File: src/canil_pkg.sv
// Package of constants for the CAN controller interrupt logic.
package canil_pkg;
    // Register offsets on the serial register port.
    localparam logic [7:0] IRQ_ENABLE_ADDR = 8'h2B;
    localparam logic [7:0] IRQ_FLAGS_ADDR = 8'h2C;
    localparam logic [7:0] ERR_STATUS_ADDR = 8'h2D;
    // Reset values.
    localparam logic [7:0] IRQ_ENABLE_RST = 8'h00;
    localparam logic [7:0] IRQ_FLAGS_RST = 8'h00;
    localparam logic [7:0] ERR_STATUS_RST = 8'h00;
    // Bit positions shared by the enable and flag registers.
    localparam int BIT_MSG_ERR = 7;
    localparam int BIT_WAKE = 6;
    localparam int BIT_ERR = 5;
    localparam int BIT_TX0 = 2;
    localparam int BIT_RX0 = 0;
    // Bit positions in the error status register.
    localparam int ST_RX1_OVR = 7;
    localparam int ST_RX0_OVR = 6;
    localparam int ST_BUS_OFF = 5;
    localparam int ST_TX_PASS = 4;
    localparam int ST_RX_PASS = 3;
    localparam int ST_TX_WARN = 2;
    localparam int ST_RX_WARN = 1;
    localparam int ST_ANY_WARN = 0;
    // Error counter limits.
    localparam logic [8:0] WARN_LIMIT = 9'h060;
    localparam logic [8:0] PASSIVE_LIMIT = 9'h07F;
    localparam logic [8:0] BUS_OFF_LIMIT = 9'h0FF;
    // Pending source codes, lower value wins.
    localparam logic [2:0] CODE_NONE = 3'h0;
    localparam logic [2:0] CODE_ERR = 3'h1;
    localparam logic [2:0] CODE_WAKE = 3'h2;
    localparam logic [2:0] CODE_TX0 = 3'h3;
    localparam logic [2:0] CODE_TX1 = 3'h4;
    localparam logic [2:0] CODE_TX2 = 3'h5;
    localparam logic [2:0] CODE_RX0 = 3'h6;
    localparam logic [2:0] CODE_RX1 = 3'h7;
endpackage

File: src/canil_interrupt_logic.sv
// Interrupt flags, enables, error status and interrupt output of the CAN controller.
`timescale 1ns/1ps
module canil_interrupt_logic (
    input wire logic sys_clk, // System clock, 25 MHz.
    input wire logic sys_rst, // Synchronous reset, active high.
    input wire logic regWrEn, // Full register write strobe.
    input wire logic regModEn, // Masked bit-modify write strobe.
    input wire logic regRdEn, // Register read strobe.
    input wire logic [7:0] regAddr, // Register address.
    input wire logic [7:0] regWrData, // Write data.
    input wire logic [7:0] regWrMask, // Bit-modify mask.
    input wire logic msgErrorEvt, // Pulse: error seen during a frame.
    input wire logic sleeping, // Level: device is in sleep mode.
    input wire logic busActivity, // Level: activity on the bus receive line.
    input wire logic [1:0] rxFrameAccepted, // Pulse per buffer: filtered frame ready.
    input wire logic [2:0] txBufEmptyEvt, // Pulse per buffer: transmit buffer emptied.
    input wire logic [7:0] rxErrCount, // Receive error count.
    input wire logic [8:0] txErrCount, // Transmit error count.
    input wire logic busRecovered, // Pulse: bus-off recovery finished.
    output logic [7:0] regRdData, // Read data, registered.
    output logic intN, // Interrupt output, active low.
    output logic [2:0] pendingSourceCode, // Highest priority pending source.
    output logic wakeReq, // Pulse: leave sleep.
    output logic [7:0] errorStatus, // Error status register contents.
    output logic [1:0] rxBufFull // Receive buffer occupied flags.
);

    // Stored enable bits.
    logic [7:0] irqEnable_reg;
    // Stored flag bits.
    logic [7:0] irqFlags_reg;
    // Stored error status bits.
    logic [7:0] errStatus_reg;
    // Registered outputs.
    logic intN_reg;
    logic [2:0] code_reg;
    logic wakeReq_reg;
    logic [7:0] rdData_reg;
    // Next values.
    logic [7:0] irqEnable_next;
    logic [7:0] irqFlags_next;
    logic [7:0] errStatus_next;
    logic [2:0] code_next;
    // Hardware set requests and host-written value of the flags.
    logic [7:0] flagSet;
    logic [7:0] hostFlags;
    logic [7:0] stHost; // Host-written value of the error status.
    // Decoded write strobes.
    logic enWrite;
    logic flWrite;
    logic stWrite;
    // Wake event and receive overflow events.
    logic wakeEvt;
    logic [1:0] rxStore;
    logic [1:0] rxOverflow;
    logic errChange;
    // Enabled pending sources.
    logic [7:0] pendingEn;

    // Address decode of host writes; bit-modify counts as a write too.
    assign enWrite = (regWrEn | regModEn) && regAddr == canil_pkg::IRQ_ENABLE_ADDR;
    assign flWrite = (regWrEn | regModEn) && regAddr == canil_pkg::IRQ_FLAGS_ADDR;
    assign stWrite = (regWrEn | regModEn) && regAddr == canil_pkg::ERR_STATUS_ADDR;

    // Merge a host write with the old value; bit-modify touches masked bits only.
    // Every input is an argument, so a continuous assignment re-evaluates on any of them.
    function automatic logic [7:0] apply(input logic [7:0] old, input logic modify,
        input logic [7:0] data, input logic [7:0] mask);
        logic [7:0] res;
        res = modify ? ((old & ~mask) | (data & mask)) : data;
        return res;
    endfunction

    // Enable register next value.
    always_comb begin
        irqEnable_next = enWrite ? apply(irqEnable_reg, regModEn, regWrData, regWrMask)
            : irqEnable_reg;
    end

    // Enable register storage, reset to zero.
    always_ff @(posedge sys_clk) begin
        if (sys_rst) begin
            irqEnable_reg <= canil_pkg::IRQ_ENABLE_RST;
        end else begin
            irqEnable_reg <= irqEnable_next;
        end
    end

    // Wake only counts while asleep with the wake enable at one.
    assign wakeEvt = sleeping & busActivity & irqEnable_reg[canil_pkg::BIT_WAKE];

    // A frame is stored when its buffer is free, otherwise it overflows.
    assign rxStore = rxFrameAccepted & ~irqFlags_reg[1:0];
    assign rxOverflow = rxFrameAccepted & irqFlags_reg[1:0];

    // Host-written value of the error status; only its overflow bits are used.
    assign stHost = apply(errStatus_reg, regModEn, regWrData, regWrMask);

    // Error status next value: counters compared live, sticky bits held.
    always_comb begin
        errStatus_next = errStatus_reg;
        if (stWrite) begin
            // Only the overflow bits may be cleared by the host; writing one keeps them.
            errStatus_next[7:6] = errStatus_reg[7:6] & stHost[7:6];
        end
        // Set wins over a clear in the same cycle.
        errStatus_next[canil_pkg::ST_RX1_OVR] = errStatus_next[7] | rxOverflow[1];
        errStatus_next[canil_pkg::ST_RX0_OVR] = errStatus_next[6] | rxOverflow[0];
        errStatus_next[canil_pkg::ST_RX_WARN] = {1'b0, rxErrCount} >= canil_pkg::WARN_LIMIT;
        errStatus_next[canil_pkg::ST_TX_WARN] = txErrCount >= canil_pkg::WARN_LIMIT;
        errStatus_next[canil_pkg::ST_RX_PASS] = {1'b0, rxErrCount} > canil_pkg::PASSIVE_LIMIT;
        errStatus_next[canil_pkg::ST_TX_PASS] = txErrCount > canil_pkg::PASSIVE_LIMIT;
        errStatus_next[canil_pkg::ST_ANY_WARN] = errStatus_next[1] | errStatus_next[2];
        // Bus-off is sticky: a count above the limit keeps it set, and only a
        // finished recovery with the count back in range clears it.
        if (txErrCount > canil_pkg::BUS_OFF_LIMIT) begin
            errStatus_next[canil_pkg::ST_BUS_OFF] = 1'b1;
        end else if (busRecovered) begin
            errStatus_next[canil_pkg::ST_BUS_OFF] = 1'b0;
        end
    end

    // Error status storage.
    always_ff @(posedge sys_clk) begin
        if (sys_rst) begin
            errStatus_reg <= canil_pkg::ERR_STATUS_RST;
        end else begin
            errStatus_reg <= errStatus_next;
        end
    end

    // An error flag event is an overflow or any change of error state.
    // Clearing an overflow bit is not a change of state and raises nothing.
    assign errChange = (|rxOverflow) | (|(errStatus_next[5:0] ^ errStatus_reg[5:0]));

    // Hardware set requests, in flag bit order.
    always_comb begin
        flagSet = 8'h00;
        flagSet[canil_pkg::BIT_MSG_ERR] = msgErrorEvt;
        flagSet[canil_pkg::BIT_WAKE] = wakeEvt;
        flagSet[canil_pkg::BIT_ERR] = errChange;
        flagSet[canil_pkg::BIT_TX0 +: 3] = txBufEmptyEvt;
        flagSet[canil_pkg::BIT_RX0 +: 2] = rxStore;
    end

    // Value the host leaves in the flags, including host-set bits.
    assign hostFlags = flWrite ? apply(irqFlags_reg, regModEn, regWrData, regWrMask)
        : irqFlags_reg;

    // Per-bit flag update; a live cause overrides a host clear.
    genvar gi;
    generate
        for (gi = 0; gi < 8; gi++) begin : gFlag
            always_comb begin
                irqFlags_next[gi] = hostFlags[gi] | flagSet[gi];
            end
        end
    endgenerate

    // Flag register storage.
    always_ff @(posedge sys_clk) begin
        if (sys_rst) begin
            irqFlags_reg <= canil_pkg::IRQ_FLAGS_RST;
        end else begin
            irqFlags_reg <= irqFlags_next;
        end
    end

    // Enabled pending sources.
    assign pendingEn = irqFlags_next & irqEnable_next;

    // Priority encoder: error first, then wake, transmit 0..2, receive 0..1.
    // Message error has no code of its own; it only pulls the pin low.
    always_comb begin
        if (pendingEn[canil_pkg::BIT_ERR]) begin
            code_next = canil_pkg::CODE_ERR;
        end else if (pendingEn[canil_pkg::BIT_WAKE]) begin
            code_next = canil_pkg::CODE_WAKE;
        end else if (pendingEn[2]) begin
            code_next = canil_pkg::CODE_TX0;
        end else if (pendingEn[3]) begin
            code_next = canil_pkg::CODE_TX1;
        end else if (pendingEn[4]) begin
            code_next = canil_pkg::CODE_TX2;
        end else if (pendingEn[0]) begin
            code_next = canil_pkg::CODE_RX0;
        end else if (pendingEn[1]) begin
            code_next = canil_pkg::CODE_RX1;
        end else begin
            code_next = canil_pkg::CODE_NONE;
        end
    end

    // Interrupt pin and source code, updated every cycle.
    // Post-update flags let the pin follow a host clear on the same edge.
    always_ff @(posedge sys_clk) begin
        if (sys_rst) begin
            intN_reg <= 1'b1;
            code_reg <= canil_pkg::CODE_NONE;
        end else begin
            intN_reg <= ~(|pendingEn);
            code_reg <= code_next;
        end
    end

    // Wake request pulse tells sleep control to leave sleep.
    always_ff @(posedge sys_clk) begin
        if (sys_rst) begin
            wakeReq_reg <= 1'b0;
        end else begin
            wakeReq_reg <= wakeEvt;
        end
    end

    // Registered read port; unmapped addresses read zero.
    // A read sees register contents from before this edge's updates.
    always_ff @(posedge sys_clk) begin
        if (sys_rst) begin
            rdData_reg <= 8'h00;
        end else if (regRdEn) begin
            unique case (regAddr)
                canil_pkg::IRQ_ENABLE_ADDR: rdData_reg <= irqEnable_reg;
                canil_pkg::IRQ_FLAGS_ADDR: rdData_reg <= irqFlags_reg;
                canil_pkg::ERR_STATUS_ADDR: rdData_reg <= errStatus_reg;
                default: rdData_reg <= 8'h00;
            endcase
        end
    end

    // Outputs straight from flip-flops.
    assign intN = intN_reg;
    assign pendingSourceCode = code_reg;
    assign wakeReq = wakeReq_reg;
    assign regRdData = rdData_reg;
    assign errorStatus = errStatus_reg;
    assign rxBufFull = irqFlags_reg[1:0];
endmodule

File: config.mk
export PLATFORM = sky130hd
export DESIGN_NAME = canil_interrupt_logic
export DESIGN_NICKNAME = d
export VERILOG_FILES = /design/src/canil_pkg.sv /design/src/canil_interrupt_logic.sv
export SDC_FILE = /design/constraint.sdc
export NUM_CORES = 1
export LEC_CHECK = 0
export BUFFER_PORTS_ARGS = -buffer_cell sky130_fd_sc_hd__buf_2
export CORE_MARGIN = 5
export CORE_UTILIZATION = 50
export DETAILED_ROUTE_END_ITERATION = 7
export PLACE_DENSITY = 0.82
export SKIP_LAST_GASP = 1
export SYNTH_ARGS = -nofsm -noshare
export SYNTH_HDL_FRONTEND = slang
export SYNTH_SLANG_ARGS = --single-unit
File: constraint.sdc
create_clock -name sys_clk -period 4.3 [get_ports sys_clk]
set_clock_uncertainty 0.05 [all_clocks]
set_input_delay 0.43 -clock sys_clk [delete_from_list [all_inputs] [get_ports sys_clk]]
set_output_delay 0.43 -clock sys_clk [all_outputs]
set_load 0.005 [all_outputs]
==> metrics.md, run 1 <==
| Metric | Value |
|---|---|
| Startpoint types | `input port` |
| Synth Area in Adders | `0%` |
| Postcts setup bufs | `0` |
| Reg clk slew, reported paths | `0.07 ns` |
| Tmin final | `2.38 ns` |
| Global-route wire length before repair | `8820 µm` |
| Gr usage total | `21.5%` |
| Worst slew pin tran | `between 0.9 and 1 ns` |
| WP data arrival | `2.56 ns` |
| Placed Area | `2340 µm²` |
| Top FF cell, synth | `dfxtp_1` |
| Grt ovf | `0` |
| Vias in the first global route | `approximately 1900` |
| WP data required | `4.48 ns` |
| Post-synthesis cell count | `209` |
| Post-synthesis sequential area ratio | `37.2%` |
| Post-synthesis mux area share | `9.06%` |
| Largest family of logic cells by synthesized area | `compound AO/OA/AOI/OAI gates` |
| CTS Buf Count | `5` |
| Via count | `1958` |
| Avg Inst Size Synth | `9.52 µm²` |
| Post-synthesis cell area | `1990 µm²` |
| CTS tree | `yes` |
| Die Width | `73.1 µm` |
| Max-cap viol count | `0` |
| Final WL | `5560 µm` |
| Antenna diode count | `0` |
| Clock latency on the worst-skew pair | `around 0.3 ns` |
| Antenna violations before repair | `0` |
| Syn Nets | `264` |
| Simple-gate area share of the yosys netlist | `17.5%` |
| Die height | `73.1 µm` |
| Final core occ | `62.8%` |
| Synth Register Bits | `37` |
| Number of hold buffers added after CTS | `0` |
| Num rows | `23` |
| # DRC | `0` |
| Worst hold path class | `in -> reg` |
| Gp weighted congestion | `between 0.9 and 1` |
| Synth top area cells | `dfxtp_1 (37%), nor2_1 (5.1%), mux2i_1 (4.5%)` |
| XOR/XNOR Fraction of Synth Area | `1.76%` |
| Leakage | `0.00106 µW` |
| Share of post-route cells with drive strength above 1 | `34.8%` |
| Largest area contributor in the netlist | `dfxtp_1` |
| Initial detailed-routing violation count | `203` |
| CTS Buffer Depth | `2` |
| Post-synthesis cell type count | `slightly above 50` |
| IO buf count | `67` |
| Synth cell count leaders | `dfxtp_1 (37), nor2_1 (27), a21oi_1 (15)` |
| FFs w/ async S/R, synth | `0%` |
| Final hold vios | `0` |
| Root buffer cell | `clkbuf_8` |
| Setup TNS | `0 ns` |
| Setup violations, final | `0` |
| Pwr/cell area | `315 nW/µm²` |
| Syn-to-layout area delta | `23.5%` |
| Die Area | `~5300 µm²` |
| CP max FO | `9` |
| Drt pass-1 iters | `6` |
| Crit share post-route | `55.3%` |
| Clock sinks | `37` |
| Via/cell ratio | `6.06` |
| Status | `completed` |
| Final nets | `~330` |
| Post-synthesis compound-gate area fraction | `just over 30%` |
| Core ar. | `3910 µm²` |
| Post-DP HPWL | `4220 µm` |
| RSZ-0062 raised after global routing | `false` |
| Max Slew Vio Count | `0` |
| Peak Freq | `421 MHz` |
| Wire per inst | `17.2 µm` |
| Peak supply drop | `173 µV` |
| Post-synth EDFFs | `0` |
| Final ANT Viol Nets | `0` |
| Most frequent cell after synthesis | `dfxtp_1` |
| Pin count of the biggest net entering global routing | `37` |
| Post-route cell area | `2460 µm²` |
| CTS H-tree lvls | `2` |
| Initial Util | `between 50% and 60%` |
| Slew HR | `38.9%` |
| Setup CP Type | `in -> reg` |
| Setup crit end kind | `flip-flop` |
| Share of the synthesized area in the top cell type | `37.2%` |
| Synth Warn # | `0` |
| Post-cts resize count | `0` |
| # IOs | `78` |
power by group:
group | internal [µW] | switching (µW) | total, µW
Clock | 189 | 121 | 310
Combinational | 45.5 | 55.8 | 101
Sequential | 353 | 9.86 | 363
metrics by stage:
| step | hold slack, ns | total power (µW) | std cells | setup slack, ns |
|---|---|---|---|---|
| 3_3_place_gp | 0.416 | 467 | 315 | 1.66 |
| 5_1_grt | 0.334 | 800 | 323 | 1.74 |
| 2_1_floorplan | 0.427 | 426 | 209 | 2.08 |
| 3_5_place_dp | 0.427 | 470 | 315 | 1.66 |
| 4_1_cts | 0.325 | 773 | 323 | 1.96 |
| 6_report | 0.321 | 773 | 323 | 1.92 |
layout make-up:
type	count	area, µm²
clock buffers	7	86.3
repair buffers	68	343
inverters	8	30.0
well taps	50	62.6
clock inverters	1	30.0
flip-flops and latches	37	741
fillers	363	1460
multi-input cells	152	1160
worst max-delay path, stage by stage:
cell and delay, ns:
buf_2 0.13, or4b_1 0.71, nor2_1 0.64, o31ai_1 0.34
a2bb2oi_1 0.22, nor2_1 0.09
path summary, 6_finish.rpt:
path | cells past startpoint | start | slack [ns] | end
hold / removal | 3 | txErrCount[7] | 0.32 | errorStatus[4]
setup reg to reg | 5 | irqFlags_reg[1] | 2.54 | pendingSourceCode[2]
hold reg to reg | 2 | regRdData[2] | 0.44 | regRdData[2]
setup / recovery | 6 | regAddr[7] | 1.92 | regRdData[4]
cell usage in the layout, fill, tap and decap left out, types with 4 or more instances in the layout:
| cell type | netlist | layout |
|---|---|---|
| a2bb2oi_1 | 9 | 9 |
| a41oi_1 | 4 | 4 |
| nand3_1 | 6 | 6 |
| nand2_1 | 5 | 5 |
| clkbuf_8 | 0 | 6 |
| a21oi_1 | 15 | 15 |
| o31ai_1 | 7 | 7 |
| buf_2 | 2 | 67 |
| inv_1 | 8 | 8 |
| nor2_1 | 27 | 27 |
| mux2i_1 | 9 | 9 |
| dfxtp_1 | 37 | 37 |
| a222oi_1 | 8 | 8 |
| nand4_1 | 6 | 6 |
| mux2_2 | 8 | 8 |
logic make-up (layout without fill, tap and decap cells):
| group | Yosys count | after routing |
|---|---|---|
| xor+xnor | 4 | 4 |
| buf+inv | 20 | 84 |
| flops | 37 | 37 |
| mux | 17 | 17 |
| simple gates | 60 | 60 |
| compound gates | 71 | 71 |
layer usage:
layer / up-vias / share of wire (%) / track usage [%] / wire, µm
met5: - / 0 / 0 / 0
li1: 947 / - / - / -
met4: 0 / 2.4 / 9.63 / 136
met2: 88 / 50 / 35.2 / 2760
met3: 14 / 8.5 / 6.34 / 471
met1: 909 / 40 / 25.9 / 2200
(Power assumes the default switching activity.)
==> run 2: changes to the inputs <==
--- a/config.mk
+++ b/config.mk
@@ -7,9 +7,9 @@
 export LEC_CHECK = 0
 export BUFFER_PORTS_ARGS = -buffer_cell sky130_fd_sc_hd__buf_2
 export CORE_MARGIN = 5
-export CORE_UTILIZATION = 50
+export CORE_UTILIZATION = 44
 export DETAILED_ROUTE_END_ITERATION = 7
-export PLACE_DENSITY = 0.82
+export PLACE_DENSITY = 0.76
 export SKIP_LAST_GASP = 1
 export SYNTH_ARGS = -nofsm -noshare
 export SYNTH_HDL_FRONTEND = slang
==> constraint.sdc (replaced) <==
create_clock -name sys_clk -period 2.1 [get_ports sys_clk]
set_clock_uncertainty 0.05 [all_clocks]
set_input_delay 0.21 -clock sys_clk [delete_from_list [all_inputs] [get_ports sys_clk]]
set_output_delay 0.21 -clock sys_clk [all_outputs]
set_load 0.005 [all_outputs]
==> run 2 against run 1 <==
  * Via count increased by 7.9%
  * Final cell count increased by 9.3%
  * Register-to-register slack got worse by 2.2 ns
  * Clock-buffer cell count unchanged
  * Die area increased by 12%
  * Setup slack got worse by 1.7 ns
  * Power increased by 97%
  * Sequential cell count unchanged
  * Global-route usage decreased by 1.2 points
  * Critical endpoint is now intN
  * Cell area increased by 8.6%
  * Sequential share of layout area decreased by 2.4 points
  * Largest cell class unchanged
==> metrics.md, run 2 (same netlist as run 1, synthesis figures left out) <==
| Metric | Value |
|---|---|
| Via count | `2112 (+7.9%)` |
| Pwr/cell area | `570 nW/µm² (+81%)` |
| Final ANT Viol Nets | `0 (unchanged)` |
| FILL cells | `384 (+5.8%)` |
| Vias in the first global route | `2138 (+11%)` |
| Pin count of the biggest net entering global routing | `27 (-27%)` |
| Peak Freq | `~530 MHz` |
| Post-DP HPWL | `4720 µm (+12%)` |
| Syn-to-layout area delta | `34.0%` |
| Initial Util | `45.4% (-5.5 points)` |
| Top Metal Used | `met4` |
| Tmin final | `1.89 ns` |
| Reg clk slew, reported paths | `0.07 ns (about the same)` |
| WP data arrival | `2.04 ns (-0.52 ns)` |
| CP max FO | `5 (-4)` |
| Slew HR | `68.2% (+29 points)` |
| Setup CP Type | `in -> reg` |
| WP data required | `2.25 ns (-2.23 ns)` |
| Via/cell ratio | `5.98 (-1.3%)` |
| CP top delay family | `compound AO/OA/AOI/OAI gates` |
| Largest stage delay, worst path | `0.66 ns (-0.05 ns)` |
| Share of post-route cells with drive strength above 1 | `41.2% (+6.4 points)` |
| Clock latency on the worst-skew pair | `0.30 ns (about the same)` |
| Setup WS post-layout | `0.209 ns (-1.71 ns)` |
| CTS Buf Count | `5 (unchanged)` |
| WL met1 | `2390 µm (+8.6%)` |
| Most common cell after layout, fill and taps aside | `buf_2` |
| Initial detailed-routing violation count | `175 (-14%)` |
| Wire per inst | `17.0 µm (-1.4%)` |
| CP Cell Sequence | `buf_2 > or4b_1 > o31ai_1 > o2bb2ai_2 > o2111ai_2 > o41ai_2` |
| Max Slew Vio Count | `0 (unchanged)` |
| Commonest non-fill, non-tap cells in the layout | `buf_2 (67), dfxtp_1 (37), buf_4 (28)` |
| Worst slew pin tran | `0.471 ns (-0.437 ns)` |
| Grt ovf | `0 (unchanged)` |
| Flop-to-flop setup slack | `0.34 ns (-2.20 ns)` |
| Leakage | `0.00120 µW (+13%)` |
| Crit share post-route | `between 90% and 100%` |
| Post-cts resize count | `0 (unchanged)` |
| Setup violations, final | `0 (unchanged)` |
| # DRC | `0 (unchanged)` |
| CTS tree | `yes` |
| Number of hold buffers added after CTS | `0 (unchanged)` |
| Hold_ws | `0.0993 ns (-0.222 ns)` |
| Gr usage total | `20.3% (-1.2 points)` |
| RSZ-0062 raised after global routing | `false` |
| Gp weighted congestion | `0.905 (-7.7%)` |
| Drt pass-1 iters | `4 (-2)` |
| Critical path's slowest cell | `or4b_1` |
| Placement Setup Slack | `-0.0671 ns (-1.73 ns)` |
| Root buffer cell | `clkbuf_8` |
| Final nets | `355 (+8.6%)` |
| Startpoint types | `input port` |
| Max-cap viol count | `0 (unchanged)` |
| Global-route wire length before repair | `9740 µm (+10%)` |
| Final hold vios | `0 (unchanged)` |
| Peak supply drop | `366 µV (+110%)` |
| Num rows | `24 (+4.3%)` |
| Routed wl met3 | `512 µm (+8.7%)` |
| Antenna diode count | `0 (unchanged)` |
| CTS H-tree lvls | `2 (unchanged)` |
| CTS Buffer Depth | `2 (unchanged)` |
| Antenna violations before repair | `0 (unchanged)` |
| Postcts setup bufs | `0 (unchanged)` |
| IO buf count | `67 (unchanged)` |
| Reg-to-Reg Start | `irqFlags_reg[1]` |
| Die Area | `5970 µm² (+12%)` |
| Die Width | `77.2 µm (+5.7%)` |
| Hold_sp | `txErrCount[7]` |
| CP Buf/Inv Count | `1 (unchanged)` |
| Worst hold path class | `in -> reg` |
| Clock sinks | `37 (unchanged)` |
| CP startpoint | `regAddr[7]` |
| Status | `completed` |
| Core ar. | `4380 µm² (+12%)` |
| Setup crit end kind | `flip-flop` |
| Setup TNS | `0 ns (unchanged)` |
| Die height | `77.2 µm (+5.7%)` |
| Final WL | `5990 µm (+7.7%)` |
| # IOs | `78 (unchanged)` |
| Met2 WL post-DR | `2880 µm (+4.6%)` |
==> run 2: changes by cell type in the layout (fill, tap and decap cells not counted) <==
cell	delta
clkinv_2	+1
bufinv_16	-1
clkbuf_8	+1
buf_12	+1
buf_4	+27
clkbuf_1	-1
==> run 2: worst paths after layout <==
check	end	cells past startpoint
worst min register to register	regRdData[2]	2
worst max-delay path	intN	6
worst min-delay path	errorStatus[4]	3
worst max register to register	pendingSourceCode[2]	5
==> run 2: metrics by stage <==
| step | power, µW | std cells | utilization, % | cell area, µm² |
|---|---|---|---|---|
| 2_1_floorplan | 872 | 209 | - | 1990 |
| 3_3_place_gp | 987 | 345 | 58.5 | 2560 |
| 3_5_place_dp | 991 | 345 | 58.5 | 2560 |
| 4_1_cts | 1520 | 353 | 60.8 | 2670 |
| 5_1_grt | 1580 | 353 | 60.8 | 2670 |
| 6_report | 1520 | 353 | 60.8 | 2670 |
==> run 2: area by class of cell <==
cell class | instances | area [µm²] | share of cell area (%)
inverter | 8 | 30.0 | 1.13
clock inverter | 1 | 5.00 | 0.188
multi-input combinational | 152 | 1160 | 43.6
clock buffer | 7 | 96.3 | 3.61
timing repair buffer | 96 | 566 | 21.2
sequential | 37 | 741 | 27.8
tap | 52 | 65.1 | 2.44
==> run 2: power by group <==
group	total, µW	leakage (µW)	internal (µW)	switching [µW]
Sequential	742	0.000303	722	20.3
Clock	542	0.0000542	296	245
Combinational	236	0.000844	115	121
==> run 2: worst register-to-register path, stage by stage (launching register included) <==
cell and delay, ns:
dfxtp_1 0.46, nand2_1 0.16, o211a_1 0.15, o211a_1 0.14, a41oi_1 0.39, and4bb_2 0.30
==> run 2: per-layer routing <==
metal	vias up	global-route usage [%]
li1	1010	-
met1	980	24.7
met2	103	32.7
met3	19	4.80
met4	0	11.0
met5	-	0
